## config.mk

```make
export PLATFORM = sky130hd
export DESIGN_NAME = pcsa_core
export DESIGN_NICKNAME = d
export VERILOG_FILES = /design/src/rtl/pcsa_pkg.sv /design/src/rtl/pcsa_core.sv
export SDC_FILE = /design/constraint.sdc
export NUM_CORES = 1
export LEC_CHECK = 0
export ABC_AREA = 1
export BUFFER_PORTS_ARGS = -buffer_cell sky130_fd_sc_hd__clkbuf_2
export CORE_AREA = 2 2 156 158
export DETAILED_ROUTE_END_ITERATION = 10
export DIE_AREA = 0 0 158 160
export SLEW_MARGIN = 15
export SYNTH_ARGS = -nofsm -noshare
export SYNTH_HDL_FRONTEND = slang
export SYNTH_SLANG_ARGS = --single-unit
```

## constraint.sdc

```tcl
create_clock -name core_clk_in -period 2.1 [get_ports core_clk_in]
set_input_delay 0.42 -clock core_clk_in [delete_from_list [all_inputs] [get_ports core_clk_in]]
set_output_delay 0.42 -clock core_clk_in [all_outputs]
set_load 0.02 [all_outputs]
```

## src/rtl/pcsa_pkg.sv

```systemverilog
// constants for the program counter, return stack and indirect addressing block
package pcsa_pkg;

  // widths
  localparam int PC_WIDTH        = 13;
  localparam int PC_LOW_WIDTH    = 8;
  localparam int PC_UPPER_WIDTH  = 5;
  localparam int PAGE_ADDR_WIDTH = 11;
  localparam int STACK_DEPTH     = 8;
  localparam int STACK_PTR_WIDTH = 3;
  localparam int FILE_ADDR_WIDTH = 9;
  localparam int DATA_WIDTH      = 8;
  localparam int BUS_WIDTH       = 32;

  // program memory geometry
  localparam int PROG_WORDS_FULL  = 8192;
  localparam int PROG_WORDS_SMALL = 4096;
  localparam int PAGE_WORDS       = 2048;

  // register byte offsets on the bus
  localparam logic [7:0] PC_LOW_BYTE_OFS   = 8'h00;
  localparam logic [7:0] PC_HIGH_LATCH_OFS = 8'h04;
  localparam logic [7:0] FILE_POINTER_OFS  = 8'h08;
  localparam logic [7:0] BANK_STATUS_OFS   = 8'h0c;
  localparam logic [7:0] STACK_LEVEL_OFS   = 8'h10;
  localparam int         REG_ADDR_WIDTH    = 8;

  // field positions
  localparam int HIGH_LATCH_PAGE_HI = 4;
  localparam int HIGH_LATCH_PAGE_LO = 3;
  localparam int INDIRECT_BANK_POS  = 7;

  // reset values
  localparam logic [PC_WIDTH-1:0]       PC_RESET         = 13'h0000;
  localparam logic [PC_UPPER_WIDTH-1:0] HIGH_LATCH_RESET = 5'h00;
  localparam logic [DATA_WIDTH-1:0]     FILE_PTR_RESET   = 8'h00;
  localparam logic                      BANK_BIT_RESET   = 1'b0;
  localparam logic [STACK_PTR_WIDTH-1:0] STACK_PTR_RESET = 3'h0;

  // fixed addresses
  localparam logic [PC_WIDTH-1:0]        INTERRUPT_VECTOR   = 13'h0004;
  localparam logic [DATA_WIDTH-1:0]      INDIRECT_WINDOW_FP = 8'h00;
  localparam logic [DATA_WIDTH-1:0]      SELF_READ_VALUE    = 8'h00;

  // ahb-lite encodings
  localparam logic [1:0] HTRANS_IDLE   = 2'b00;
  localparam logic [1:0] HTRANS_NONSEQ = 2'b10;
  localparam logic [1:0] HTRANS_SEQ    = 2'b11;
  localparam logic [2:0] HSIZE_WORD    = 3'b010;
  localparam logic       HRESP_OKAY    = 1'b0;

  // sequencing action chosen in one cycle, lowest priority first
  typedef enum logic [2:0] {
    PCSA_ACT_HOLD      = 3'b000,
    PCSA_ACT_STEP      = 3'b001,
    PCSA_ACT_JUMP      = 3'b011,
    PCSA_ACT_CALL      = 3'b010,
    PCSA_ACT_RETURN    = 3'b110,
    PCSA_ACT_INTERRUPT = 3'b111,
    PCSA_ACT_LOW_WRITE = 3'b101
  } pcsa_action_type;

endpackage

```

## src/rtl/pcsa_core.sv

```systemverilog
// program counter, circular return stack and indirect data addressing with ahb-lite registers
// Summary of operation
// RULE_01 - program counter is 13 bits; low byte register is readable and writable.
// RULE_02 - upper five counter bits are not readable; loaded only via the high latch.
// RULE_03 - every reset clears the upper counter bits to zero.
// RULE_04 - writing the low byte copies high latch bits 4..0 into upper bits.
// RULE_05 - call and jump take 11 bits from instruction, top two from latch 4..3.
// RULE_06 - eight entry 13-bit return stack, pointer hidden from software.
// RULE_07 - call or interrupt vectoring pushes the full counter onto the stack.
// RULE_08 - return, return with literal and return from interrupt pop the counter.
// RULE_09 - pushes and pops leave the high latch unchanged.
// RULE_10 - stack wraps circularly; ninth push overwrites the first.
// RULE_11 - no overflow or underflow status is provided.
// RULE_12 - program space is 8K words split into 2K pages for call and jump.
// RULE_13 - parts with 4K words or less ignore high latch bit 4.
// RULE_14 - software should not use high latch bit 4 as storage.
// RULE_15 - table lookups adding to the low byte must watch 256-word boundaries.
// RULE_16 - indirect window has no storage; access goes to the file pointer address.
// RULE_17 - reading the window through itself returns 00h.
// RULE_18 - writing the window through itself changes no register.
// RULE_19 - indirect address is 9 bits: file pointer joined with the bank bit.
// RULE_20 - bank bit is the msb, file pointer supplies bits 7..0.
`timescale 1ns/1ps
`default_nettype none

module pcsa_core
  import pcsa_pkg::*;
#(
  parameter int PROG_WORDS = PROG_WORDS_FULL
) (
  input  wire logic                                 core_clk_in,
  input  wire logic                                 reset_n_in,
  // ahb-lite slave
  input  wire logic                                 hsel_in,
  input  wire logic [31:0]                          haddr_in,
  input  wire logic [1:0]                           htrans_in,
  input  wire logic                                 hwrite_in,
  input  wire logic [2:0]                           hsize_in,
  input  wire logic [pcsa_pkg::BUS_WIDTH-1:0]       hwdata_in,
  input  wire logic                                 hready_in,
  output logic      [pcsa_pkg::BUS_WIDTH-1:0]       hrdata_out,
  output logic                                      hreadyout_out,
  output logic                                      hresp_out,
  // sequencing requests from the instruction decoder, one-cycle pulses
  input  wire logic                                 step_in,
  input  wire logic                                 jump_in,
  input  wire logic                                 call_in,
  input  wire logic [pcsa_pkg::PAGE_ADDR_WIDTH-1:0] target_in,
  input  wire logic                                 return_in,
  input  wire logic                                 interrupt_in,
  output logic      [pcsa_pkg::PC_WIDTH-1:0]        instruction_pointer_out,
  // data space addressing
  input  wire logic [pcsa_pkg::FILE_ADDR_WIDTH-1:0] direct_addr_in,
  input  wire logic                                 data_read_in,
  input  wire logic                                 data_write_in,
  input  wire logic [pcsa_pkg::DATA_WIDTH-1:0]      mem_rdata_in,
  output logic      [pcsa_pkg::FILE_ADDR_WIDTH-1:0] eff_addr_out,
  output logic                                      eff_write_out,
  output logic                                      eff_read_out,
  output logic      [pcsa_pkg::DATA_WIDTH-1:0]      data_rdata_out
);

  ////////////////////////////////////////////////////////////////////////////
  // declarations

  localparam logic SMALL_PROG = (PROG_WORDS <= PROG_WORDS_SMALL);

  logic [PC_LOW_WIDTH-1:0]    pc_low_byte_reg;
  logic [PC_UPPER_WIDTH-1:0]  pc_upper_bits_reg;
  logic [PC_UPPER_WIDTH-1:0]  pc_high_latch_reg;
  logic [DATA_WIDTH-1:0]      file_pointer_reg;
  logic                       indirect_bank_bit_reg;
  logic [PC_WIDTH-1:0]        stack_mem_reg [STACK_DEPTH];
  logic [STACK_PTR_WIDTH-1:0] stack_ptr_reg;
  logic [STACK_PTR_WIDTH-1:0] stack_level_reg;
  logic [PC_WIDTH-1:0]        pc_now;
  logic [PC_WIDTH-1:0]        pc_next;
  logic [PC_WIDTH-1:0]        pc_plus_one;
  logic [PC_WIDTH-1:0]        push_value;
  logic [PC_WIDTH-1:0]        pop_value;
  logic [STACK_PTR_WIDTH-1:0] pop_index;
  logic [PC_UPPER_WIDTH-1:0]  latch_used;
  pcsa_action_type            action;

  // bus phase capture
  logic                       bus_wr_pend_reg;
  logic [REG_ADDR_WIDTH-1:0]  bus_addr_reg;
  logic                       bus_addr_ok;
  logic                       bus_rd_take;
  logic [BUS_WIDTH-1:0]       bus_rd_next;
  logic                       low_write;
  logic                       latch_write;
  logic                       fp_write;
  logic                       bank_write;
  logic                       fwd_hit;
  logic [BUS_WIDTH-1:0]       fwd_data;

  // indirect path
  logic                       window_hit;
  logic                       window_self;

  ////////////////////////////////////////////////////////////////////////////
  // ahb-lite slave: zero wait states, every response okay

  assign hreadyout_out = 1'b1;
  assign hresp_out     = HRESP_OKAY;

  // only whole aligned words are defined; others are taken and ignored
  assign bus_addr_ok = hsel_in && hready_in && htrans_in[1] &&
                       (hsize_in == HSIZE_WORD) && (haddr_in[1:0] == 2'b00);
  assign bus_rd_take = bus_addr_ok && !hwrite_in;

  always_ff @(posedge core_clk_in or negedge reset_n_in) begin
    if (!reset_n_in) begin
      bus_wr_pend_reg <= 1'b0;
      bus_addr_reg    <= '0;
    end else if (hready_in) begin
      bus_wr_pend_reg <= bus_addr_ok && hwrite_in;
      bus_addr_reg    <= haddr_in[REG_ADDR_WIDTH-1:0];
    end
  end

  assign low_write   = bus_wr_pend_reg && (bus_addr_reg == PC_LOW_BYTE_OFS);
  assign latch_write = bus_wr_pend_reg && (bus_addr_reg == PC_HIGH_LATCH_OFS);
  assign fp_write    = bus_wr_pend_reg && (bus_addr_reg == FILE_POINTER_OFS);
  assign bank_write  = bus_wr_pend_reg && (bus_addr_reg == BANK_STATUS_OFS);

  // read data is prepared in the address phase so it leaves a flip-flop
  always_comb begin
    bus_rd_next = '0;
    case (haddr_in[REG_ADDR_WIDTH-1:0])
      PC_LOW_BYTE_OFS:   bus_rd_next[PC_LOW_WIDTH-1:0] = pc_low_byte_reg; // [RULE_01]
      PC_HIGH_LATCH_OFS: bus_rd_next[PC_UPPER_WIDTH-1:0] = pc_high_latch_reg;
      FILE_POINTER_OFS:  bus_rd_next[DATA_WIDTH-1:0] = file_pointer_reg;
      BANK_STATUS_OFS:   bus_rd_next[INDIRECT_BANK_POS] = indirect_bank_bit_reg;
      STACK_LEVEL_OFS:   bus_rd_next[STACK_PTR_WIDTH-1:0] = stack_level_reg;
      default:           bus_rd_next = '0;
    endcase
  end

  // a write lands only at the end of its data phase; a read taken in that
  // same cycle gets the new value from hwdata instead of the stale register
  always_comb begin
    fwd_hit  = 1'b0;
    fwd_data = '0;
    if (bus_wr_pend_reg && (bus_addr_reg == haddr_in[REG_ADDR_WIDTH-1:0])) begin
      case (bus_addr_reg)
        PC_LOW_BYTE_OFS: begin
          fwd_hit                    = 1'b1;
          fwd_data[PC_LOW_WIDTH-1:0] = hwdata_in[PC_LOW_WIDTH-1:0];
        end
        PC_HIGH_LATCH_OFS: begin
          fwd_hit                      = 1'b1;
          fwd_data[PC_UPPER_WIDTH-1:0] = hwdata_in[PC_UPPER_WIDTH-1:0];
        end
        FILE_POINTER_OFS: begin
          fwd_hit                  = 1'b1;
          fwd_data[DATA_WIDTH-1:0] = hwdata_in[DATA_WIDTH-1:0];
        end
        BANK_STATUS_OFS: begin
          fwd_hit                     = 1'b1;
          fwd_data[INDIRECT_BANK_POS] = hwdata_in[INDIRECT_BANK_POS];
        end
        default: begin
          fwd_hit = 1'b0;
        end
      endcase
    end
  end

  always_ff @(posedge core_clk_in or negedge reset_n_in) begin
    if (!reset_n_in) begin
      hrdata_out <= '0;
    end else if (bus_rd_take) begin
      hrdata_out <= fwd_hit ? fwd_data : bus_rd_next;
    end
  end

  ////////////////////////////////////////////////////////////////////////////
  // software registers

  always_ff @(posedge core_clk_in or negedge reset_n_in) begin
    if (!reset_n_in) begin
      pc_high_latch_reg <= HIGH_LATCH_RESET;
    end else if (latch_write) begin
      // only software touches the latch; stack traffic never does [RULE_09]
      pc_high_latch_reg <= hwdata_in[PC_UPPER_WIDTH-1:0];
    end
  end

  always_ff @(posedge core_clk_in or negedge reset_n_in) begin
    if (!reset_n_in) begin
      file_pointer_reg <= FILE_PTR_RESET;
    end else if (fp_write) begin
      file_pointer_reg <= hwdata_in[DATA_WIDTH-1:0];
    end
  end

  always_ff @(posedge core_clk_in or negedge reset_n_in) begin
    if (!reset_n_in) begin
      indirect_bank_bit_reg <= BANK_BIT_RESET;
    end else if (bank_write) begin
      indirect_bank_bit_reg <= hwdata_in[INDIRECT_BANK_POS];
    end
  end

  ////////////////////////////////////////////////////////////////////////////
  // program counter sequencing

  // small parts drop latch bit 4 so addresses stay inside 4K [RULE_13]
  assign latch_used = SMALL_PROG ?
                      {1'b0, pc_high_latch_reg[PC_UPPER_WIDTH-2:0]} : pc_high_latch_reg;

  assign pc_now      = {pc_upper_bits_reg, pc_low_byte_reg};
  assign pc_plus_one = PC_WIDTH'(pc_now + 1'b1);

  // a software low-byte write is a computed jump and outranks the decoder
  always_comb begin
    if (low_write) begin
      action = PCSA_ACT_LOW_WRITE;
    end else if (interrupt_in) begin
      action = PCSA_ACT_INTERRUPT;
    end else if (return_in) begin
      action = PCSA_ACT_RETURN;
    end else if (call_in) begin
      action = PCSA_ACT_CALL;
    end else if (jump_in) begin
      action = PCSA_ACT_JUMP;
    end else if (step_in) begin
      action = PCSA_ACT_STEP;
    end else begin
      action = PCSA_ACT_HOLD;
    end
  end

  assign pop_index = STACK_PTR_WIDTH'(stack_ptr_reg - 1'b1);
  assign pop_value = stack_mem_reg[pop_index];

  always_comb begin
    push_value = pc_now;
    pc_next    = pc_now;
    case (action)
      PCSA_ACT_LOW_WRITE: begin
        pc_next = {latch_used, hwdata_in[PC_LOW_WIDTH-1:0]}; // [RULE_04] [RULE_02]
      end
      PCSA_ACT_INTERRUPT: begin
        push_value = pc_now; // [RULE_07]
        pc_next    = INTERRUPT_VECTOR;
      end
      PCSA_ACT_RETURN: begin
        pc_next = pop_value; // [RULE_08]
      end
      PCSA_ACT_CALL: begin
        push_value = pc_plus_one; // [RULE_07]
        pc_next    = {latch_used[HIGH_LATCH_PAGE_HI:HIGH_LATCH_PAGE_LO], target_in}; // [RULE_05]
      end
      PCSA_ACT_JUMP: begin
        // 2K page from the latch, 11-bit offset from the instruction [RULE_12]
        pc_next = {latch_used[HIGH_LATCH_PAGE_HI:HIGH_LATCH_PAGE_LO], target_in}; // [RULE_05]
      end
      PCSA_ACT_STEP: begin
        pc_next = pc_plus_one;
      end
      default: begin
        pc_next = pc_now;
      end
    endcase
    if (SMALL_PROG) begin
      pc_next[PC_WIDTH-1] = 1'b0; // [RULE_13]
    end
  end

  always_ff @(posedge core_clk_in or negedge reset_n_in) begin
    if (!reset_n_in) begin
      pc_low_byte_reg   <= PC_RESET[PC_LOW_WIDTH-1:0];
      pc_upper_bits_reg <= PC_RESET[PC_WIDTH-1:PC_LOW_WIDTH]; // [RULE_03]
    end else begin
      pc_low_byte_reg   <= pc_next[PC_LOW_WIDTH-1:0]; // [RULE_01]
      pc_upper_bits_reg <= pc_next[PC_WIDTH-1:PC_LOW_WIDTH];
    end
  end

  assign instruction_pointer_out = pc_now;

  ////////////////////////////////////////////////////////////////////////////
  // return stack: the pointer simply wraps, so overflow silently overwrites
  // the oldest entry and underflow rereads stale ones; nothing flags either

  always_ff @(posedge core_clk_in or negedge reset_n_in) begin
    if (!reset_n_in) begin
      stack_ptr_reg <= STACK_PTR_RESET;
    end else if (action == PCSA_ACT_CALL || action == PCSA_ACT_INTERRUPT) begin
      stack_ptr_reg <= STACK_PTR_WIDTH'(stack_ptr_reg + 1'b1); // [RULE_10] [RULE_11]
    end else if (action == PCSA_ACT_RETURN) begin
      stack_ptr_reg <= pop_index; // [RULE_10]
    end
  end

  // storage is not reset, like the data memory it stands beside [RULE_06]
  always_ff @(posedge core_clk_in) begin
    if (action == PCSA_ACT_CALL || action == PCSA_ACT_INTERRUPT) begin
      stack_mem_reg[stack_ptr_reg] <= push_value; // [RULE_06]
    end
  end

  // count of live entries saturating at 7, so a full stack of 8 also reads 7; readable for diagnostics only;
  // the pointer itself stays hidden
  always_ff @(posedge core_clk_in or negedge reset_n_in) begin
    if (!reset_n_in) begin
      stack_level_reg <= STACK_PTR_RESET;
    end else if (action == PCSA_ACT_CALL || action == PCSA_ACT_INTERRUPT) begin
      if (stack_level_reg != STACK_PTR_WIDTH'(STACK_DEPTH - 1)) begin
        stack_level_reg <= STACK_PTR_WIDTH'(stack_level_reg + 1'b1);
      end
    end else if (action == PCSA_ACT_RETURN) begin
      if (stack_level_reg != '0) begin
        stack_level_reg <= STACK_PTR_WIDTH'(stack_level_reg - 1'b1);
      end
    end
  end

  ////////////////////////////////////////////////////////////////////////////
  // indirect data addressing

  // the window is any direct address whose low byte is the window location
  assign window_hit  = (direct_addr_in[DATA_WIDTH-1:0] == INDIRECT_WINDOW_FP); // [RULE_16]
  assign window_self = window_hit && (file_pointer_reg == INDIRECT_WINDOW_FP);

  always_comb begin
    if (window_hit) begin
      eff_addr_out = {indirect_bank_bit_reg, file_pointer_reg}; // [RULE_19] [RULE_20]
    end else begin
      eff_addr_out = direct_addr_in;
    end
  end

  // the window owns no storage, so a self-access must not reach memory
  assign eff_write_out = data_write_in && !window_self; // [RULE_18]
  assign eff_read_out  = data_read_in && !window_self;  // [RULE_16]

  always_comb begin
    if (window_self) begin
      data_rdata_out = SELF_READ_VALUE; // [RULE_17]
    end else begin
      data_rdata_out = mem_rdata_in;
    end
  end

endmodule

`default_nettype wire

```

==> flow_summary.yaml <==
routing:
  routed_wl_um: 22260
  highest_layer: "met4"
  via_per_inst: 4.699
  wl_met2_um: 10460
  m1WireLength_um: 10330
  route.met3.wl_um: 1064
  dr.pass1.iters: 5
  antenna_left: 0
  drt_iter0_drc: 458
  drcViolationCount: 0
  vias: 6748
  wl_per_cell_um: 15.50
global_route:
  grt_max_degree: 56
  grt_pass1_vias: 6416
  track_usage_pct: 18.05
  grt_pass1_wl_um: 34800
  antenna_found_initial: 0
  overflow: 0
synth:
  syn_inst: 940
  synth_edf_count: 104
  synth_area_mm2: 0.008165
  yosys.area.top_type: "edfxtp_1"
  synth_area_leaders: "edfxtp_1 (38%), dfrtp_1 (15%), nand2_1 (13%)"
  ys_ff_latch: 154
  syn_avg_cell_area_um2: 8.687
  ys_warn_count: 0
  netlist_top_cells_count: "nand2_1 (279), edfxtp_1 (104), nor2_1 (88), nand3_1 (79), inv_1 (77)"
  yosysTopAreaCellShare_pct: 38.25
  async_reset_ff_share_pct: 32.47
  synth-main-ff-cell: "edfxtp_1"
  synth_most_common_cell: "nand2_1"
  ys_seq_area_share_pct: 53.57
  synth_cell_types: 47
floorplanning:
  dieWidth_um: 158
  row_count: 57
  fp.dieH_um: 160
  core_area_mm2: 0.02382
  start_util_pct: 34.28
  dieArea_mm2: 0.02528
  top_level_ports: 175
min_path:
  min_from: "haddr_in[5]"
  min_path_type: "in2reg"
  min_path_cells: 3
  min_to: "bus_addr_reg[5]$_DFFE_PN0P_"
setup_path:
  r2r_end: "stack_level_reg[2]$_DFFE_PN0P_"
  rrSetupSlack_ns: 0.11
  crit_path_end_kind: "output port"
  r2r-start: "bus_addr_reg[1]$_DFFE_PN0P_"
  required_ns: 1.68
  crit_arrival_ns: 1.77
  critPathLaunchType: "register"
  reg2reg_depth: 15
  crit_fanout: 10
  critical_path_class: "reg2out"
clocking:
  clk_pin_slew_ns: 0.07
  insertion_delay_ns: 0.44
  cts_buffers: 17
  clock_sinks: 154
  cts-root-buf: "clkbuf_16"
  clock_path_buffers: 2
  h-tree-depth: 4
  cts_tree: "yes"
timing:
  worst_slew_pin_slew_ns: 0.6133
  clock.fmax_mhz: 457.2
  slew_headroom_pct: 58.84
  fin_worst_skew_ns: 0.006715
  worst_hold_slack_ns: 0.2374
  slew_violations: 0
  hold_violations: 0
  rsz0062_at_grt: "true"
  setup_ws_ns: -0.08707
  setup_viol: 12
  fin_crit_sh_pct: 104.1
  period_minus_slack_ns: 2.187
finish:
  final_nets: 1212
  fin_cells: 1436
  drive_gt1_share_pct: 23.74
  num-fill-cells: 2381
  largest_reg_flops: 104
  area_delta_synth_final_pct: 23.38
  fin_util_pct: 42.29
  multi_input_area_mm2: 0.003226
  area.sequential_mm2: 0.004374
  antenna_cells: 0
placement:
  port_buffers: 99
  place_congestion: 0.8655
  pre_cts_ws_ns: -0.1841
  hpwl_um: 16300
  placedCellCount: 1397
flow_run:
  cap_violations: 0
outcome:
  status: "finished with violations"
  violations: "setup timing"
power:
  p_leak_nw: 4.657
  worst_ir_drop_vdd_v: 0.0007350
  power.density_mw_per_mm2: 1253
==> power breakdown <==
group	total [W]	leakage [nW]	switching, W	internal, W
clock	0.00312	0.295	0.00141	0.00171
combinational	0.00502	2.82	0.00333	0.00168
sequential	0.00449	1.54	0.000378	0.00411
==> final cells by class <==
type | instances | area share (%)
Timing Repair Buffer | 170 | 11.18
Tap cell | 324 | 4.024
Clock inverter | 15 | 1.714
Multi-Input combinational cell | 664 | 32.02
Inverter | 92 | 3.428
Clock buffer | 17 | 4.223
Sequential cell | 154 | 43.42
==> worst max-delay path, stage by stage (launching register included) <==
cell and delay, ns:
dfrtp_1 0.38, inv_1 0.16, nand4_1 0.20, nor3_4 0.25
buf_12 0.15, nor2_1 0.04, buf_2 0.15
==> per-layer routing <==
layer	vias up	track usage, %
li1	3368	-
met1	3168	25.39
met2	187	28.40
met3	25	3.365
met4	0	5.324
met5	-	0
==> stage by stage <==
step	setup TNS [ns]	total power [W]	cell area, um^2
global route	-2.325	0.01342	10070
global placement	-1.813	0.009410	9321
finish	-0.8705	0.01263	10070
detailed placement	-2.783	0.009483	9321
CTS	-1.286	0.01262	9976
floorplan	-3.833	0.007595	8259
==> cell families after synthesis <==
group / after synthesis / share of synthesized area (%)
adders and majority gates: 4 / 0.7049
xor gates and xnor gates: 16 / 1.808
buffers and inverters: 146 / 8.704
and+or+nand+nor: 502 / 27.11
AOI/OAI and AO/OA: 116 / 8.014
other: 2 / 0.09197
DFF: 154 / 53.57
==> cells in the final DEF (no fill, tap or decap), drive strengths merged <==
cell type / count
inv: 102
o211ai: 5
a21oi: 33
ha: 3
xor2: 13
bufinv: 1
nor2: 98
nand4: 9
dlygate4sd3: 1
nand3: 82
nand2: 288
o221ai: 3
clkbuf: 105
and3: 1
clkinv: 3
o21ai: 66
a31oi: 1
o22ai: 1
clkinvlp: 1
dfrtp: 50
buf: 81
o21bai: 5
edfxtp: 104
conb: 26
nor3: 17
nor4: 2
o2111ai: 2
or2: 5
xnor2: 3
fa: 1
==> worst max path at each step <==
stage | endpoint | depth (start not counted) | from | slack (ns)
global route | data_rdata_out[2] | 10 | direct_addr_in[0] | -0.18
global placement | data_rdata_out[0] | 10 | direct_addr_in[0] | -0.13
detailed placement | data_rdata_out[2] | 10 | direct_addr_in[0] | -0.18
finish | data_rdata_out[4] | 6 | file_pointer_reg[2]$_DFFE_PN0P_ | -0.09
floorplan | stack_mem_reg[1][0]$_DFFE_PP_ | 7 | jump_in | -0.04
CTS | data_rdata_out[2] | 10 | direct_addr_in[0] | -0.10
==> what timing repair did <==
action | 4_1_cts | 5_1_grt
pin swaps | 1 | 1
setup endpoints to repair | 18 | 43
hold endpoints to repair | 20 | 0
gates resized for setup | 12 | 31
hold buffers | 1 | 0
setup buffers | 1 | 5
Note: power is estimated with default switching activity, not from simulation.
